**config.mk**
```make
export PLATFORM = sky130hd
export DESIGN_NAME = irq_mask_core
export DESIGN_NICKNAME = d
export VERILOG_FILES = /design/src/shared/irq_mask_pkg.sv /design/src/hdl/sticky_flags.sv /design/src/hdl/irq_mask_core.sv
export SDC_FILE = /design/constraint.sdc
export NUM_CORES = 1
export LEC_CHECK = 0
export BUFFER_PORTS_ARGS = -buffer_cell sky130_fd_sc_hd__clkbuf_2
export CAP_MARGIN = 10
export CORE_AREA = 2 2 170 172
export DETAILED_ROUTE_END_ITERATION = 6
export DIE_AREA = 0 0 172 174
export GPL_ROUTABILITY_DRIVEN = 0
export PLACE_DENSITY_LB_ADDON = 0.1
export SLEW_MARGIN = 20
export SYNTH_ARGS = -nofsm -noshare
export SYNTH_HDL_FRONTEND = slang
export SYNTH_SLANG_ARGS = --single-unit
```
**constraint.sdc**
```tcl
create_clock -name clk_i -period 2.44 [get_ports clk_i]
set_input_delay 0.122 -clock clk_i [delete_from_list [all_inputs] [get_ports clk_i]]
set_output_delay 0.122 -clock clk_i [all_outputs]
set_load 0.02 [all_outputs]
```
**src/shared/irq_mask_pkg.sv**
```systemverilog
package irq_mask_pkg;

   localparam int ADDR_W   = 12;
   localparam int DATA_W   = 32;
   localparam int ECNT_W   = 13;

   // ----------------------------------------------------------------
   // register map
   // ----------------------------------------------------------------
   localparam logic [ADDR_W-1:0] STATUS0_ADDR = 12'h402;
   localparam logic [ADDR_W-1:0] STATUS1_ADDR = 12'h403;
   localparam logic [ADDR_W-1:0] MASK0_ADDR   = 12'h405;
   localparam logic [ADDR_W-1:0] IRQ_ENABLE_MASK_HIGH_ADDR   = 12'h406;
   localparam logic [ADDR_W-1:0] RESULT_ADDR  = 12'h45E;
   localparam logic [ADDR_W-1:0] FORCE_ADDR   = 12'h45F;

   localparam logic [DATA_W-1:0] RST_WORD   = 32'h0000_0000;
   localparam logic [DATA_W-1:0] MASK0_WR   = 32'h0000_0003;
   localparam logic [DATA_W-1:0] IRQ_ENABLE_MASK_HIGH_WR   = 32'hFC04_FFC0;
   localparam logic [DATA_W-1:0] NMI_BITS   = 32'h3000_0000;
   localparam logic [DATA_W-1:0] HOLD_BITS  = 32'hB000_0000;

   // ----------------------------------------------------------------
   // bit positions
   // ----------------------------------------------------------------
   localparam int B_ENERGY     = 0;
   localparam int B_SIGN_FLIP  = 1;
   localparam int B_FAULT3     = 31;
   localparam int B_FAULT2     = 30;
   localparam int B_FAULT1     = 29;
   localparam int B_FAULT0     = 28;
   localparam int B_CRC_DONE   = 27;
   localparam int B_CFG_CHECK_CHANGED    = 26;
   localparam int B_ORDER      = 18;
   localparam int B_CUR_A      = 13;
   localparam int B_VSUM       = 12;
   localparam int B_VOLT_A     = 9;
   localparam int B_TMO_A      = 6;
   localparam int B_FORCE      = 0;
   localparam int NPH          = 3;

   // one-cycle event pulses; phase vectors are [2]=C [1]=B [0]=A
   typedef struct packed {
      logic           fault_three;
      logic           fault_two;
      logic           fault_one;
      logic           fault_zero;
      logic           phase_order_fault;
      logic [NPH-1:0] cur_crossing;
      logic           volt_sum_crossing;
      logic [NPH-1:0] volt_crossing;
      logic [NPH-1:0] volt_crossing_timeout;
   } event_in_type;

   typedef struct packed {
      logic [ECNT_W-1:0] energy_interval_count;
      logic              energy_timer_select;
      logic              sample_strobe;
      logic              line_cycle_strobe;
   } energy_in_type;

   typedef struct packed {
      logic              valid;
      logic [DATA_W-1:0] value;
   } check_in_type;

endpackage

```
**src/hdl/sticky_flags.sv**
```systemverilog
`timescale 1ns/1ps
// set wins over a write-one clear; flush (soft reset) wins over both
module sticky_flags #(
   parameter int WIDTH = 32
) (
   input  wire logic             clk_i,
   input  wire logic             rst_n_i,
   input  wire logic             ce_i,
   input  wire logic             flush_i,
   input  wire logic [WIDTH-1:0] set_i,
   input  wire logic [WIDTH-1:0] clr_i,
   output logic      [WIDTH-1:0] flags_o
);

   logic [WIDTH-1:0] flags_d;

   always_comb begin
      flags_d = flags_o;
      if (ce_i) begin
         if (flush_i) begin
            flags_d = '0;
         end else begin
            flags_d = set_i | (flags_o & ~clr_i);
         end
      end
   end

   always_ff @(posedge clk_i or negedge rst_n_i) begin
      if (!rst_n_i) begin
         flags_o <= '0;
      end else begin
         flags_o <= flags_d;
      end
   end

endmodule

```
**src/hdl/irq_mask_core.sv**
```systemverilog
`timescale 1ns/1ps
module irq_mask_core #(
   parameter int CNT_W = irq_mask_pkg::ECNT_W
) (
   input  wire logic                           clk_i,
   input  wire logic                           rst_n_i,
   input  wire logic                           ce_i,
   input  wire logic                           sw_reset_i,
   input  wire logic [irq_mask_pkg::ADDR_W-1:0] reg_addr_i,
   input  wire logic                           reg_wr_i,
   input  wire logic                           reg_rd_i,
   input  wire logic [irq_mask_pkg::DATA_W-1:0] reg_wdata_i,
   output logic      [irq_mask_pkg::DATA_W-1:0] reg_rdata_o,
   input  wire logic                           pa_sign_neg_i,
   input  wire irq_mask_pkg::energy_in_type    energy_i,
   input  wire irq_mask_pkg::event_in_type     event_i,
   input  wire irq_mask_pkg::check_in_type     check_i,
   output logic                                crc_force_o,
   output logic                                irq_n_o
);

   localparam int DW = irq_mask_pkg::DATA_W;

   function automatic logic hit(input logic [irq_mask_pkg::ADDR_W-1:0] a,
                                input logic [irq_mask_pkg::ADDR_W-1:0] b);
      return a == b;
   endfunction

   // ----------------------------------------------------------------
   // register state
   // ----------------------------------------------------------------
   logic [DW-1:0]    mask0_q, mask0_d;
   logic [DW-1:0]    irq_enable_mask_high_q, irq_enable_mask_high_d;
   logic [DW-1:0]    result_q, result_d;
   logic             result_ok_q, result_ok_d;
   logic             force_pend_q, force_pend_d;
   logic             crc_force_d;
   logic [DW-1:0]    rdata_d;
   logic             irq_n_d;
   logic             sign_q, sign_d;
   logic             sign_ok_q, sign_ok_d;
   logic [CNT_W-1:0] cnt_q, cnt_d;
   logic [DW-1:0]    st0_q, st1_q;
   logic [DW-1:0]    set0, set1, clr0, clr1;
   logic             e_strobe, e_fire, pending;
   logic [CNT_W-1:0] e_last;

   // ----------------------------------------------------------------
   // event sources
   // ----------------------------------------------------------------
   always_comb begin
      // an interval of zero is treated as one
      e_strobe = energy_i.energy_timer_select ? energy_i.line_cycle_strobe
                                              : energy_i.sample_strobe;
      e_last   = (energy_i.energy_interval_count == '0) ? '0
                 : CNT_W'(energy_i.energy_interval_count) - CNT_W'(1);
      e_fire   = e_strobe && (cnt_q >= e_last);
      cnt_d    = cnt_q;
      if (e_strobe) begin
         cnt_d = e_fire ? '0 : cnt_q + CNT_W'(1);
      end
      // the first sample after reset only seeds the sign history
      sign_d    = pa_sign_neg_i;
      sign_ok_d = 1'b1;
   end

   always_comb begin
      set0 = '0;
      set1 = '0;
      set0[irq_mask_pkg::B_ENERGY]    = e_fire;
      set0[irq_mask_pkg::B_SIGN_FLIP] = sign_ok_q &&
                                        (pa_sign_neg_i != sign_q);
      set1[irq_mask_pkg::B_FAULT3] = event_i.fault_three;
      set1[irq_mask_pkg::B_FAULT2] = event_i.fault_two;
      set1[irq_mask_pkg::B_FAULT1] = event_i.fault_one;
      set1[irq_mask_pkg::B_FAULT0] = event_i.fault_zero;
      set1[irq_mask_pkg::B_CRC_DONE] = check_i.valid && force_pend_q;
      set1[irq_mask_pkg::B_CFG_CHECK_CHANGED]  = check_i.valid && result_ok_q &&
                                       (check_i.value != result_q);
      set1[irq_mask_pkg::B_ORDER] = event_i.phase_order_fault;
      for (int p = 0; p < irq_mask_pkg::NPH; p++) begin
         set1[irq_mask_pkg::B_CUR_A + p]  = event_i.cur_crossing[p];
         set1[irq_mask_pkg::B_VOLT_A + p] = event_i.volt_crossing[p];
         set1[irq_mask_pkg::B_TMO_A + p]  =
            event_i.volt_crossing_timeout[p];
      end
      set1[irq_mask_pkg::B_VSUM] = event_i.volt_sum_crossing;
   end

   // ----------------------------------------------------------------
   // register port
   // ----------------------------------------------------------------
   always_comb begin
      clr0 = '0;
      clr1 = '0;
      if (reg_wr_i && hit(reg_addr_i, irq_mask_pkg::STATUS0_ADDR)) begin
         clr0 = reg_wdata_i & irq_mask_pkg::MASK0_WR;
      end
      // latched faults ignore the write-one clear
      if (reg_wr_i && hit(reg_addr_i, irq_mask_pkg::STATUS1_ADDR)) begin
         clr1 = reg_wdata_i & irq_mask_pkg::IRQ_ENABLE_MASK_HIGH_WR &
                ~irq_mask_pkg::HOLD_BITS;
      end
   end

   always_comb begin
      mask0_d      = mask0_q;
      irq_enable_mask_high_d      = irq_enable_mask_high_q;
      result_d     = result_q;
      result_ok_d  = result_ok_q;
      force_pend_d = force_pend_q;
      crc_force_d  = 1'b0;
      if (reg_wr_i && hit(reg_addr_i, irq_mask_pkg::MASK0_ADDR)) begin
         mask0_d = reg_wdata_i & irq_mask_pkg::MASK0_WR;
      end
      if (reg_wr_i && hit(reg_addr_i, irq_mask_pkg::IRQ_ENABLE_MASK_HIGH_ADDR)) begin
         irq_enable_mask_high_d = reg_wdata_i & irq_mask_pkg::IRQ_ENABLE_MASK_HIGH_WR;
      end
      if (check_i.valid) begin
         result_d     = check_i.value;
         result_ok_d  = 1'b1;
         force_pend_d = 1'b0;
      end
      // a force during a running computation waits for the next result
      if (reg_wr_i && hit(reg_addr_i, irq_mask_pkg::FORCE_ADDR) &&
          reg_wdata_i[irq_mask_pkg::B_FORCE]) begin
         force_pend_d = 1'b1;
         crc_force_d  = 1'b1;
      end
   end

   always_comb begin
      rdata_d = irq_mask_pkg::RST_WORD;
      if (reg_rd_i) begin
         unique case (reg_addr_i)
            irq_mask_pkg::STATUS0_ADDR: rdata_d = st0_q;
            irq_mask_pkg::STATUS1_ADDR: rdata_d = st1_q;
            irq_mask_pkg::MASK0_ADDR:   rdata_d = mask0_q;
            irq_mask_pkg::IRQ_ENABLE_MASK_HIGH_ADDR:   rdata_d = irq_enable_mask_high_q;
            irq_mask_pkg::RESULT_ADDR:  rdata_d = result_q;
            default:                    rdata_d = irq_mask_pkg::RST_WORD;
         endcase
      end
   end

   // ----------------------------------------------------------------
   // interrupt combine
   // ----------------------------------------------------------------
   always_comb begin
      pending = |(st0_q & mask0_q) |
                |(st1_q & irq_enable_mask_high_q & ~irq_mask_pkg::NMI_BITS) |
                |(st1_q & irq_mask_pkg::NMI_BITS);
      irq_n_d = ~pending;
   end

   sticky_flags #(
      .WIDTH (2*DW)
   ) u_flags (
      .clk_i   (clk_i),
      .rst_n_i (rst_n_i),
      .ce_i    (ce_i),
      .flush_i (sw_reset_i),
      .set_i   ({set1, set0}),
      .clr_i   ({clr1, clr0}),
      .flags_o ({st1_q, st0_q})
   );

   always_ff @(posedge clk_i or negedge rst_n_i) begin
      if (!rst_n_i) begin
         mask0_q      <= irq_mask_pkg::RST_WORD;
         irq_enable_mask_high_q      <= irq_mask_pkg::RST_WORD;
         result_q     <= irq_mask_pkg::RST_WORD;
         result_ok_q  <= 1'b0;
         force_pend_q <= 1'b0;
         crc_force_o  <= 1'b0;
         reg_rdata_o  <= irq_mask_pkg::RST_WORD;
         irq_n_o      <= 1'b1;
         sign_q       <= 1'b0;
         sign_ok_q    <= 1'b0;
         cnt_q        <= '0;
      end else if (ce_i) begin
         if (sw_reset_i) begin
            mask0_q      <= irq_mask_pkg::RST_WORD;
            irq_enable_mask_high_q      <= irq_mask_pkg::RST_WORD;
            result_q     <= irq_mask_pkg::RST_WORD;
            result_ok_q  <= 1'b0;
            force_pend_q <= 1'b0;
            crc_force_o  <= 1'b0;
            reg_rdata_o  <= irq_mask_pkg::RST_WORD;
            irq_n_o      <= 1'b1;
            sign_q       <= 1'b0;
            sign_ok_q    <= 1'b0;
            cnt_q        <= '0;
         end else begin
            mask0_q      <= mask0_d;
            irq_enable_mask_high_q      <= irq_enable_mask_high_d;
            result_q     <= result_d;
            result_ok_q  <= result_ok_d;
            force_pend_q <= force_pend_d;
            crc_force_o  <= crc_force_d;
            reg_rdata_o  <= rdata_d;
            irq_n_o      <= irq_n_d;
            sign_q       <= sign_d;
            sign_ok_q    <= sign_ok_d;
            cnt_q        <= cnt_d;
         end
      end
   end
endmodule

```
==> flow_metrics.py, run 1 <==
metrics = {
    "timing": {
        "slew_viol_final": 0,
        "finalSetupViolCount": 7,
        "slew_headroom": 0.435,
        "worst_slack_ns": -0.0453,
        "hold_viol_final": 0,
        "rsz0062_at_grt": "yes",
        "tightest_slew_ns": 0.847,
        "period_share": 1.02,
        "max_freq_mhz": 402,
        "finClkSkew_ns": 0.00713,
        "fin_crit_ns": 2.49,
    },
    "worst_setup_path": {
        "crit_slowest_cell": "or4_4",
        "cp.arrival_ns": 2.82,
        "path_cells": "buf_6 -> or4_4 -> nor3_4 -> nand3_2 -> or2_4 -> nand2_1 -> ha_4 -> nand4_1 -> o221ai_2 -> a211oi_4 -> nand3_2 -> o22ai_1",
        "rrSetupSlack_ns": 0.35,
        "path_delay_family": "simple AND/OR/NAND/NOR gates",
        "critPathMaxFanout": 7,
        "worstPathRequired_ns": 2.78,
        "critical_path.endpoint_type": "flop",
        "crit_path_frequent_cell": "nand3_2",
        "worstSetupPathType": "input port to flop",
        "crit_buf_inv": 1,
        "cp_slowest_stage_delay_ns": 0.54,
        "crit_path_start_kind": "input port",
    },
    "finish": {
        "seq_area_um2": 3030,
        "antenna_cells": 0,
        "nets": 916,
        "design_area_um2": 9110,
        "drive_above_1_share": 0.327,
        "multi_input_area_um2": 3290,
        "area_growth_pct": 42.8,
        "nFillCells": 2960,
    },
    "placement": {
        "place_area_um2": 7680,
        "portBuffers": 135,
        "dp_hpwl_um": 16400,
        "pre_cts_slack_ns": -0.659,
    },
    "grt": {
        "grt_usage": 0.156,
        "grt_pass1_wl_um": 35100,
        "grt-ovfl-total": 0,
        "antenna_found_initial": 0,
        "grt_max_degree": 56,
        "grt_pass1_vias": 5862,
    },
    "synth": {
        "synth.distinct_cells": 60,
        "async_reset_ff_frac": 1.00,
        "synth_common_cells": "dfrtp_1, a22o_1, nand2_1",
        "synth_most_common_cell": "dfrtp_1",
        "postSynthAreaPerCell_um2": 11.3,
        "synth_warnings": 0,
        "mappedNetlistArea_um2": 6380,
        "synth_top_area_cell": "dfrtp_1",
        "syn_nets": 694,
        "synth_edf_count": 0,
        "synth-main-ff-cell": "dfrtp_1",
        "ys_seq_area_frac": 0.475,
        "yosys-top-cells-area": "dfrtp_1, a22o_1, xnor2_1",
        "syn_inst": 564,
        "ys_seq_elements": 121,
        "yosysTopAreaCellShare": 0.471,
    },
    "hold_path": {
        "hold_path_class": "input port to flop",
    },
    "drt": {
        "route.detailed.drc": 1,
        "antenna_left": 0,
        "wirelength_um": 23000,
        "viasPerCell": 4.79,
        "vias": 5672,
        "wl_per_cell_um": 19.4,
        "drt_iter0_drc": 376,
        "dr.pass1.iters": 7,
    },
    "power": {
        "power_density_nw_per_um2": 613,
        "finalPower_mw": 5.59,
        "ir_worst_vdd_mv": 0.374,
        "power_leakage_nw": 4.09,
    },
    "job": {
        "drv_cap": 0,
    },
    "run_status": {
        "violations": "DRC, setup timing",
        "outcome": "finished, violations left",
    },
    "clock_tree": {
        "cts.sinks": 121,
        "htree_levels": 4,
        "path_clk_slew_ns": 0.06,
        "clk_path_buf_depth": 2,
        "cts_tree": "done",
        "cts_root_buffer": "clkbuf_16",
        "clock_latency_ns": 0.42,
        "cts-buffers-inserted": 17,
    },
    "die": {
        "num_rows": 62,
        "io_pins": 149,
        "initial_core_util": 0.226,
        "core_um2": 28200,
        "dieArea_um2": 29900,
        "die_x_um": 172,
        "die_y_um": 174,
    },
}
==> area by class of cell <==
type,count,share of cell area
Sequential cell,121,0.332
Timing Repair Buffer,240,0.181
Inverter,11,0.00453
Multi-Input combinational cell,395,0.361
Clock inverter,11,0.0185
Tap cell,384,0.0527
Clock buffer,21,0.0505
==> layout by cell type (no fill, tap or decap), types with 4 or more instances in the layout <==
cell type / count
clkbuf_2: 133
dfrtp_1: 120
a22o_1: 79
dlygate4sd3_1: 65
nand2_1: 41
buf_4: 40
xnor2_1: 37
a222oi_1: 18
nand4_1: 17
clkbuf_16: 17
nor2_1: 15
a21oi_1: 15
a41o_1: 13
o2bb2ai_1: 12
ha_1: 11
inv_1: 10
xor2_1: 9
o2bb2ai_2: 9
and2_1: 8
nor4_1: 7
nand3_1: 7
nor3_1: 6
and3_1: 5
o21ai_0: 5
nand2_2: 4
nand2b_1: 4
mux2i_1: 4
a221oi_1: 4
ha_4: 4
clkinvlp_4: 4
bufinv_16: 4
==> stage by stage <==
| stage | TNS (ns) | util | std cells | hold slack (ns) |
|---|---|---|---|---|
| CTS | 0 | 0.320 | 1183 | 0.00000244 |
| finish | -0.159 | 0.323 | 1183 | 0.0296 |
| global route | -1.34 | 0.323 | 1183 | 0.0374 |
| global placement | -8.38 | 0.272 | 1082 | 0.0956 |
| floorplan | -3.88 | - | 564 | -0.174 |
| detailed placement | -8.83 | 0.272 | 1082 | 0.0968 |
==> metal layers <==
layer  global-route usage  part of all wire  wire length [um]  vias to the layer above
met3               0.0380             0.064              1470                       15
met2                0.244              0.46             10600                      217
met1                0.215              0.46             10600                     2796
met4               0.0410            0.0098               225                        0
met5                    0                 0                 0                        -
li1                     -                 -                 -                     2644
==> cells by family after synthesis <==
logic type | count (synthesis) | synth area share
xor+xnor | 48 | 0.0659
fa+ha+maj | 15 | 0.0294
flops | 121 | 0.475
mux | 5 | 0.00804
simple gates | 141 | 0.125
compound gates | 185 | 0.255
buf+inv | 49 | 0.0420
==> what timing repair did <==
| action | 4_1_cts | 5_1_grt |
|---|---|---|
| buffers inserted | 3 | 0 |
| cloned | 1 | 0 |
| setup endpoints to repair | 14 | 14 |
| hold endpoints to repair | 92 | 0 |
| gates resized for setup | 9 | 15 |
| hold buffers | 65 | 0 |
| pin swaps | 8 | 7 |
==> registers in the layout, summed over array words and instances, names as in the netlist <==
| register | flops |
|---|---|
| irq_n_o | 1 |
| cnt_q | 13 |
| crc_force_o | 1 |
| u_flags.flags_o | 19 |
| result_q | 32 |
| result_ok_q | 1 |
| force_pend_q | 1 |
| irq_enable_mask_high_q | 17 |
| sign_ok_q | 1 |
| mask0_q | 2 |
| sign_q | 1 |
| reg_rdata_o | 32 |
==> report_power, final <==
| part | switching (mW) | internal, mW |
|---|---|---|
| clock network | 0.939 | 1.76 |
| registers | 0.112 | 2.10 |
| logic | 0.341 | 0.331 |
| total | 1.39 | 4.19 |
==> worst min-delay path: stages <==
cell and delay (ns):
clkbuf_2 0.11, a21oi_1 0.12, a21oi_1 0.05
==> worst paths after layout <==
| kind | cells past startpoint | start | end |
|---|---|---|---|
| worst max-delay path | 12 | energy_i[8] | cnt_q[4] |
| min in group asynchronous | 2 | rst_n_i | reg_rdata_o[19] |
| worst min register to register | 2 | irq_n_o | irq_n_o |
| worst max register to register | 6 | cnt_q[4] | cnt_q[4] |
| max in group asynchronous | 3 | rst_n_i | reg_rdata_o[13] |
| worst min-delay path | 3 | check_i[32] | result_ok_q |
Power figures use the tool's default switching activity.
==> inputs of run 2 (changes only) <==
--- a/config.mk
+++ b/config.mk
@@ -7,12 +7,13 @@
 export LEC_CHECK = 0
 export BUFFER_PORTS_ARGS = -buffer_cell sky130_fd_sc_hd__clkbuf_2
 export CAP_MARGIN = 10
-export CORE_AREA = 2 2 170 172
+export CORE_AREA = 2 2 209 211
 export DETAILED_ROUTE_END_ITERATION = 6
-export DIE_AREA = 0 0 172 174
+export DIE_AREA = 0 0 211 213
 export GPL_ROUTABILITY_DRIVEN = 0
 export PLACE_DENSITY_LB_ADDON = 0.1
 export SLEW_MARGIN = 20
 export SYNTH_ARGS = -nofsm -noshare
 export SYNTH_HDL_FRONTEND = slang
+export SYNTH_HIERARCHICAL = 1
 export SYNTH_SLANG_ARGS = --single-unit
==> flow_metrics.py, run 2 <==
metrics = {
    "synth": {
        "synth-main-ff-cell": "dfrtp_1",
        "mappedNetlistArea_um2": 9690,
        "syn_inst": 870,
        "synth_edf_count": 0,
        "synth.distinct_cells": 65,
        "yosysTopAreaCellShare": 0.426,
        "ys_seq_area_frac": 0.429,
        "ys_seq_elements": 166,
        "async_reset_ff_frac": 1.00,
        "yosys-top-cells-area": "dfrtp_1, a2bb2oi_2, o22ai_2",
        "synth_warnings": 6,
        "synth_top_area_cell": "dfrtp_1",
        "synth_most_common_cell": "dfrtp_1",
        "postSynthAreaPerCell_um2": 11.1,
        "synth_common_cells": "dfrtp_1, inv_1, a2bb2oi_2",
    },
    "power": {
        "pwr-share-clk": 0.388,
        "sequentialPowerShare": 0.425,
        "power_frac_comb": 0.187,
        "internal_power_mw": 5.32,
        "power_density_nw_per_um2": 572,
        "power_leakage_nw": 5.75,
        "ir_worst_vdd_mv": 0.466,
        "switching_share": 0.283,
        "switching_power_mw": 2.11,
    },
    "clock_tree": {
        "htree_levels": 4,
        "cts.sinks": 166,
        "clk_path_buf_depth": 2,
        "cts_tree": "done",
        "clock_latency_ns": 0.44,
        "path_clk_slew_ns": 0.06,
        "cts_root_buffer": "clkbuf_16",
        "cts-buffers-inserted": 17,
    },
    "worst_setup_path": {
        "critPathMaxFanout": 6,
        "crit_path_frequent_cell": "buf_6",
        "worstSetupPathType": "input port to flop",
        "critical_path.endpoint_type": "flop",
        "crit_buf_inv": 2,
        "crit_path_start_kind": "input port",
        "path_delay_family": "simple AND/OR/NAND/NOR gates",
        "cp.arrival_ns": 2.70,
        "crit_slowest_cell": "or4_4",
        "cp_slowest_stage_delay_ns": 0.54,
        "path_depth": 12,
        "path_cells": "buf_6 -> or4_4 -> nor3_4 -> nand3_2 -> or2_4 -> buf_6 -> nand2_4 -> ha_4 -> o21a_1 -> o2111ai_4 -> nand3_4 -> o311ai_2",
        "reg2regPathDepth": 5,
        "worstPathRequired_ns": 2.78,
    },
    "die": {
        "die_x_um": 211,
        "initial_core_util": 0.227,
        "io_pins": 149,
        "core_um2": 42700,
        "num_rows": 76,
        "die_y_um": 213,
        "dieArea_um2": 44900,
    },
    "timing": {
        "fin_crit_ns": 2.36,
        "worst_slack_ns": 0.0756,
        "slew_headroom": 0.358,
        "finalSetupViolCount": 0,
        "max_freq_mhz": 423,
        "setup_tns_ns": 0,
        "period_share": 0.969,
        "slew_viol_final": 0,
        "hold_viol_final": 0,
        "tightest_slew_ns": 0.962,
        "rsz0062_at_grt": "yes",
        "finClkSkew_ns": 0.0117,
    },
    "grt": {
        "grt_pass1_wl_um": 50400,
        "grt_max_degree": 55,
        "grt_pass1_vias": 7819,
        "grt-ovfl-total": 0,
        "antenna_found_initial": 0,
        "grt_usage": 0.151,
    },
    "placement": {
        "dp_hpwl_um": 23600,
        "dp_cells": 1634,
        "place_area_um2": 11600,
        "portBuffers": 135,
        "pre_cts_slack_ns": -0.457,
    },
    "finish": {
        "area_growth_pct": 34.0,
        "utilization": 0.304,
        "regMostFlops": "u_flags/flags_o",
        "largest_register_ffs": 64,
        "reg_top3": "u_flags/flags_o x64, reg_rdata_o x32, result_q x32",
        "drive_above_1_share": 0.321,
        "layoutNonFillerInstCount": 1735,
        "antenna_cells": 0,
        "nets": 1306,
        "layout_commonest_cell": "dfrtp_1",
        "final_cell_mix": "dfrtp_1, clkbuf_2, conb_1",
        "design_area_um2": 13000,
    },
    "drt": {
        "wl_met3_um": 903,
        "dr.pass1.iters": 5,
        "vias": 7758,
        "drt_iter0_drc": 418,
        "wirelength_um": 33400,
        "drt-met1-wl_um": 16200,
        "viasPerCell": 4.47,
        "wl_met2_um": 16100,
        "top_layer_used": "met4",
        "antenna_left": 0,
        "route.detailed.drc": 0,
        "wl_per_cell_um": 19.3,
    },
    "hold_path": {
        "hold_depth": 3,
        "hold_path_class": "input port to flop",
    },
    "job": {
        "drv_cap": 0,
    },
    "run_status": {
        "outcome": "complete, no violations",
    },
}
-- run 2: cell types whose count changed after synthesis, moves of 13 or more --
cell,before,now
a22o_1,79,54
a41o_1,13,0
o22ai_2,0,50
a2bb2oi_2,0,56
dfrtp_1,120,165
inv_1,10,84
and2_1,8,25
mux2_2,1,14
a22oi_1,0,31
a222oi_1,18,0
o21ai_0,8,22
buf_2,3,18
-- run 2: worst min-delay path: cells and delay by family --
family                 cells  cell delay (ns)
AO/OA/AOI/OAI              1             0.09
buffers and inverters      1             0.14
AND/OR/NAND/NOR            1             0.12
-- run 2: repair_timing --
item	4_1_cts	5_1_grt
buffers inserted	0	0
resized for setup	0	15
endpoints found under the hold margin	112	1
hold buffers	68	1
endpoints found under the setup margin	0	12
-- run 2: through the flow --
stage | total power [mW] | hold WS [ns]
finish | 7.43 | 0.0721
global route | 7.81 | 0.0754
CTS | 7.56 | 0.0000298
detailed placement | 4.53 | 0.123
global placement | 4.51 | 0.125
floorplan | 4.04 | -0.174
-- run 2: per-layer routing --
| metal | vias up | global-route usage |
|---|---|---|
| li1 | 3766 | - |
| met3 | 11 | 0.0265 |
| met5 | - | 0 |
| met1 | 3889 | 0.210 |
| met2 | 92 | 0.249 |
| met4 | 0 | 0.0291 |
-- run 2: cells by family (layout without fill, tap and decap cells) --
family                     count (synthesis)  count (layout)  synth area share
AOI/OAI and AO/OA                        296             296             0.305
and+or+nand+nor                          175             175             0.105
DFF                                      166             166             0.429
buffers and inverters                    139             366            0.0655
xor gates and xnor gates                  48              48            0.0434
muxes                                     30              30            0.0328
adders and majority gates                 15              15            0.0194
other                                      1              93          0.000387
-- run 2: final cells by class --
class	count	area, um2
fillers	4416	29700
multi-input cells	657	5460
flip-flops and latches	166	4160
repair buffers	250	1770
well taps	546	683
clock buffers	27	523
inverters	84	315
clock inverters	5	85.1
-- run 2: worst paths after layout --
kind | slack, ns | endpoint | start
worst max-delay path | 0.08 | cnt_q[9] | energy_i[10]
worst min-delay path | 0.07 | mask0_q[0] | reg_wr_i
worst max register to register | 0.55 | cnt_q[9] | cnt_q[4]
worst min register to register | 0.47 | sign_ok_q | sign_ok_q
max in group asynchronous | 1.52 | irq_n_o | rst_n_i
min in group asynchronous | 0.20 | u_flags/flags_o[38] | rst_n_i
-- run 2: power groups by stage --
stage / registers [mW] / clock network (mW) / logic (mW)
global placement: 3.21 / 0 / 1.30
floorplan: 3.13 / 0 / 0.918
CTS: 3.16 / 2.99 / 1.40
finish: 3.16 / 2.88 / 1.39
detailed placement: 3.21 / 0 / 1.31
global route: 3.19 / 3.10 / 1.53
==> inputs of run 3 (changes only) <==
--- a/config.mk
+++ b/config.mk
@@ -12,6 +12,7 @@
 export DIE_AREA = 0 0 211 213
 export GPL_ROUTABILITY_DRIVEN = 0
 export PLACE_DENSITY_LB_ADDON = 0.1
+export REMOVE_ABC_BUFFERS = 1
 export SLEW_MARGIN = 20
 export SYNTH_ARGS = -nofsm -noshare
 export SYNTH_HDL_FRONTEND = slang
==> flow_metrics.py, run 3 (same netlist as run 2, synthesis figures left out) <==
metrics = {
    "run_status": {
        "outcome": "complete, no violations",
    },
    "job": {
        "drv_cap": 0,
    },
    "finish": {
        "nets": 1317,
        "reg_top3": "u_flags/flags_o x64, reg_rdata_o x32, result_q x32",
        "drive_above_1_share": 0.323,
        "antenna_cells": 0,
        "utilization": 0.304,
        "multi_input_area_um2": 5350,
        "nFillCells": 4446,
        "design_area_um2": 13000,
        "layout_commonest_cell": "dfrtp_1",
        "largest_register_ffs": 64,
        "final_cell_mix": "dfrtp_1, clkbuf_2, conb_1",
        "seq_area_um2": 4160,
        "area_growth_pct": 33.7,
        "regMostFlops": "u_flags/flags_o",
    },
    "clock_tree": {
        "cts.sinks": 166,
        "cts_root_buffer": "clkbuf_16",
        "path_clk_slew_ns": 0.07,
        "cts-buffers-inserted": 17,
        "cts_tree": "done",
        "clock_latency_ns": 0.44,
        "clk_path_buf_depth": 2,
        "htree_levels": 4,
    },
    "worst_setup_path": {
        "crit_path_start_kind": "input port",
        "worstPathRequired_ns": 2.77,
        "critPathMaxFanout": 7,
        "crit_buf_inv": 2,
        "cp_slowest_stage_delay_ns": 0.55,
        "critical_path.endpoint_type": "flop",
        "worstSetupPathType": "input port to flop",
        "path_cells": "buf_6 -> or4_4 -> nor3_4 -> nand3_2 -> or2_4 -> and2_4 -> ha_4 -> nor2b_2 -> o211ai_1 -> o2111ai_2 -> a31oi_1 -> buf_4 -> nor2_1",
        "crit_slowest_cell": "or4_4",
        "path_delay_family": "simple AND/OR/NAND/NOR gates",
        "cp.arrival_ns": 2.69,
    },
    "timing": {
        "slew_viol_final": 0,
        "rsz0062_at_grt": "yes",
        "finClkSkew_ns": 0.0143,
        "tightest_slew_ns": 1.06,
        "fin_crit_ns": 2.36,
        "slew_headroom": 0.290,
        "worst_slack_ns": 0.0779,
        "holdWs_ns": 0.0992,
        "max_freq_mhz": 423,
        "hold_viol_final": 0,
        "period_share": 0.968,
        "finalSetupViolCount": 0,
    },
    "grt": {
        "grt_pass1_vias": 7822,
        "grt_usage": 0.148,
        "grt_pass1_wl_um": 49300,
        "grt-ovfl-total": 0,
        "antenna_found_initial": 1,
        "grt_max_degree": 95,
    },
    "drt": {
        "viasPerCell": 4.48,
        "route.detailed.drc": 0,
        "vias": 7823,
        "antenna_left": 0,
        "wl_per_cell_um": 18.8,
        "drt_iter0_drc": 373,
        "dr.pass1.iters": 4,
        "wirelength_um": 32800,
    },
    "placement": {
        "place_area_um2": 11500,
        "portBuffers": 135,
        "pre_cts_slack_ns": -0.801,
        "dp_hpwl_um": 23200,
    },
    "die": {
        "initial_core_util": 0.227,
        "die_y_um": 213,
        "io_pins": 149,
        "dieArea_um2": 44900,
        "num_rows": 76,
        "core_um2": 42700,
        "die_x_um": 211,
    },
    "hold_path": {
        "hold_path_class": "input port to flop",
    },
    "power": {
        "finalPower_mw": 7.40,
        "power_density_nw_per_um2": 571,
        "power_leakage_nw": 5.79,
        "ir_worst_vdd_mv": 0.439,
    },
}
## run 3: cell count changes in the layout (fill, tap and decap cells not counted), sizes merged
cell / change
buf: +11
clkbuf: -7
clkinv: +3
clkinvlp: +2
bufinv: +1
inv: +1
## run 3: area by class of cell
| cell class | instances | share of cell area |
|---|---|---|
| multi-input combinational | 657 | 0.413 |
| sequential | 166 | 0.321 |
| timing repair buffer | 261 | 0.142 |
| tap | 546 | 0.0527 |
| clock buffer | 20 | 0.0352 |
| inverter | 84 | 0.0243 |
| clock inverter | 12 | 0.0116 |
## run 3: worst reg2reg max path, stage by stage, from the launching register on
cell and delay (ns):
dfrtp_1 0.46, ha_1 0.35, nand2_1 0.06, o211ai_1 0.21
o2111ai_2 0.24, a31oi_1 0.24, buf_4 0.18, nor2_1 0.05
## run 3: through the flow
| step | instances | TNS, ns |
|---|---|---|
| after global placement | 1640 | -8.65 |
| after floorplan | 907 | -4.83 |
| after global routing | 1746 | -0.309 |
| final | 1746 | 0 |
| after CTS | 1743 | 0 |
| after detailed placement | 1640 | -9.73 |
## run 3: where the power goes
group / total (mW) / switching (mW) / internal (mW)
Combinational: 1.37 / 0.688 / 0.685
Sequential: 3.15 / 0.193 / 2.95
Clock: 2.88 / 1.22 / 1.67
Total: 7.40 / 2.10 / 5.30
## run 3: worst paths after layout
check                            start                        end  slack (ns)  depth (start not counted)
min in group asynchronous      rst_n_i                   cnt_q[4]        0.21                          2
min                           reg_wr_i                 mask0_q[0]         0.1                          3
max reg2reg                   cnt_q[2]                   cnt_q[6]        0.54                          7
max in group asynchronous      rst_n_i  irq_enable_mask_high_q[9]        1.43                          3
max                        energy_i[7]                   cnt_q[6]        0.08                         13
min reg2reg                  sign_ok_q                  sign_ok_q        0.48                          1
## run 3: timing repair
action / CTS / global route
hold buffers: 69 / 0
endpoints found under the hold margin: 112 / 0
pin swaps: 4 / 19
gates resized for setup: 9 / 20
setup buffers: 2 / 3
setup endpoints to repair: 14 / 14
cloned: 0 / 0
## run 3: routing by layer
| layer | track usage | share of wire | routed length, um |
|---|---|---|---|
| met5 | 0 | 0 | 0 |
| met1 | 0.204 | 0.47 | 15400 |
| met4 | 0.0323 | 0.0089 | 292 |
| met3 | 0.0243 | 0.034 | 1120 |
| met2 | 0.245 | 0.49 | 16000 |
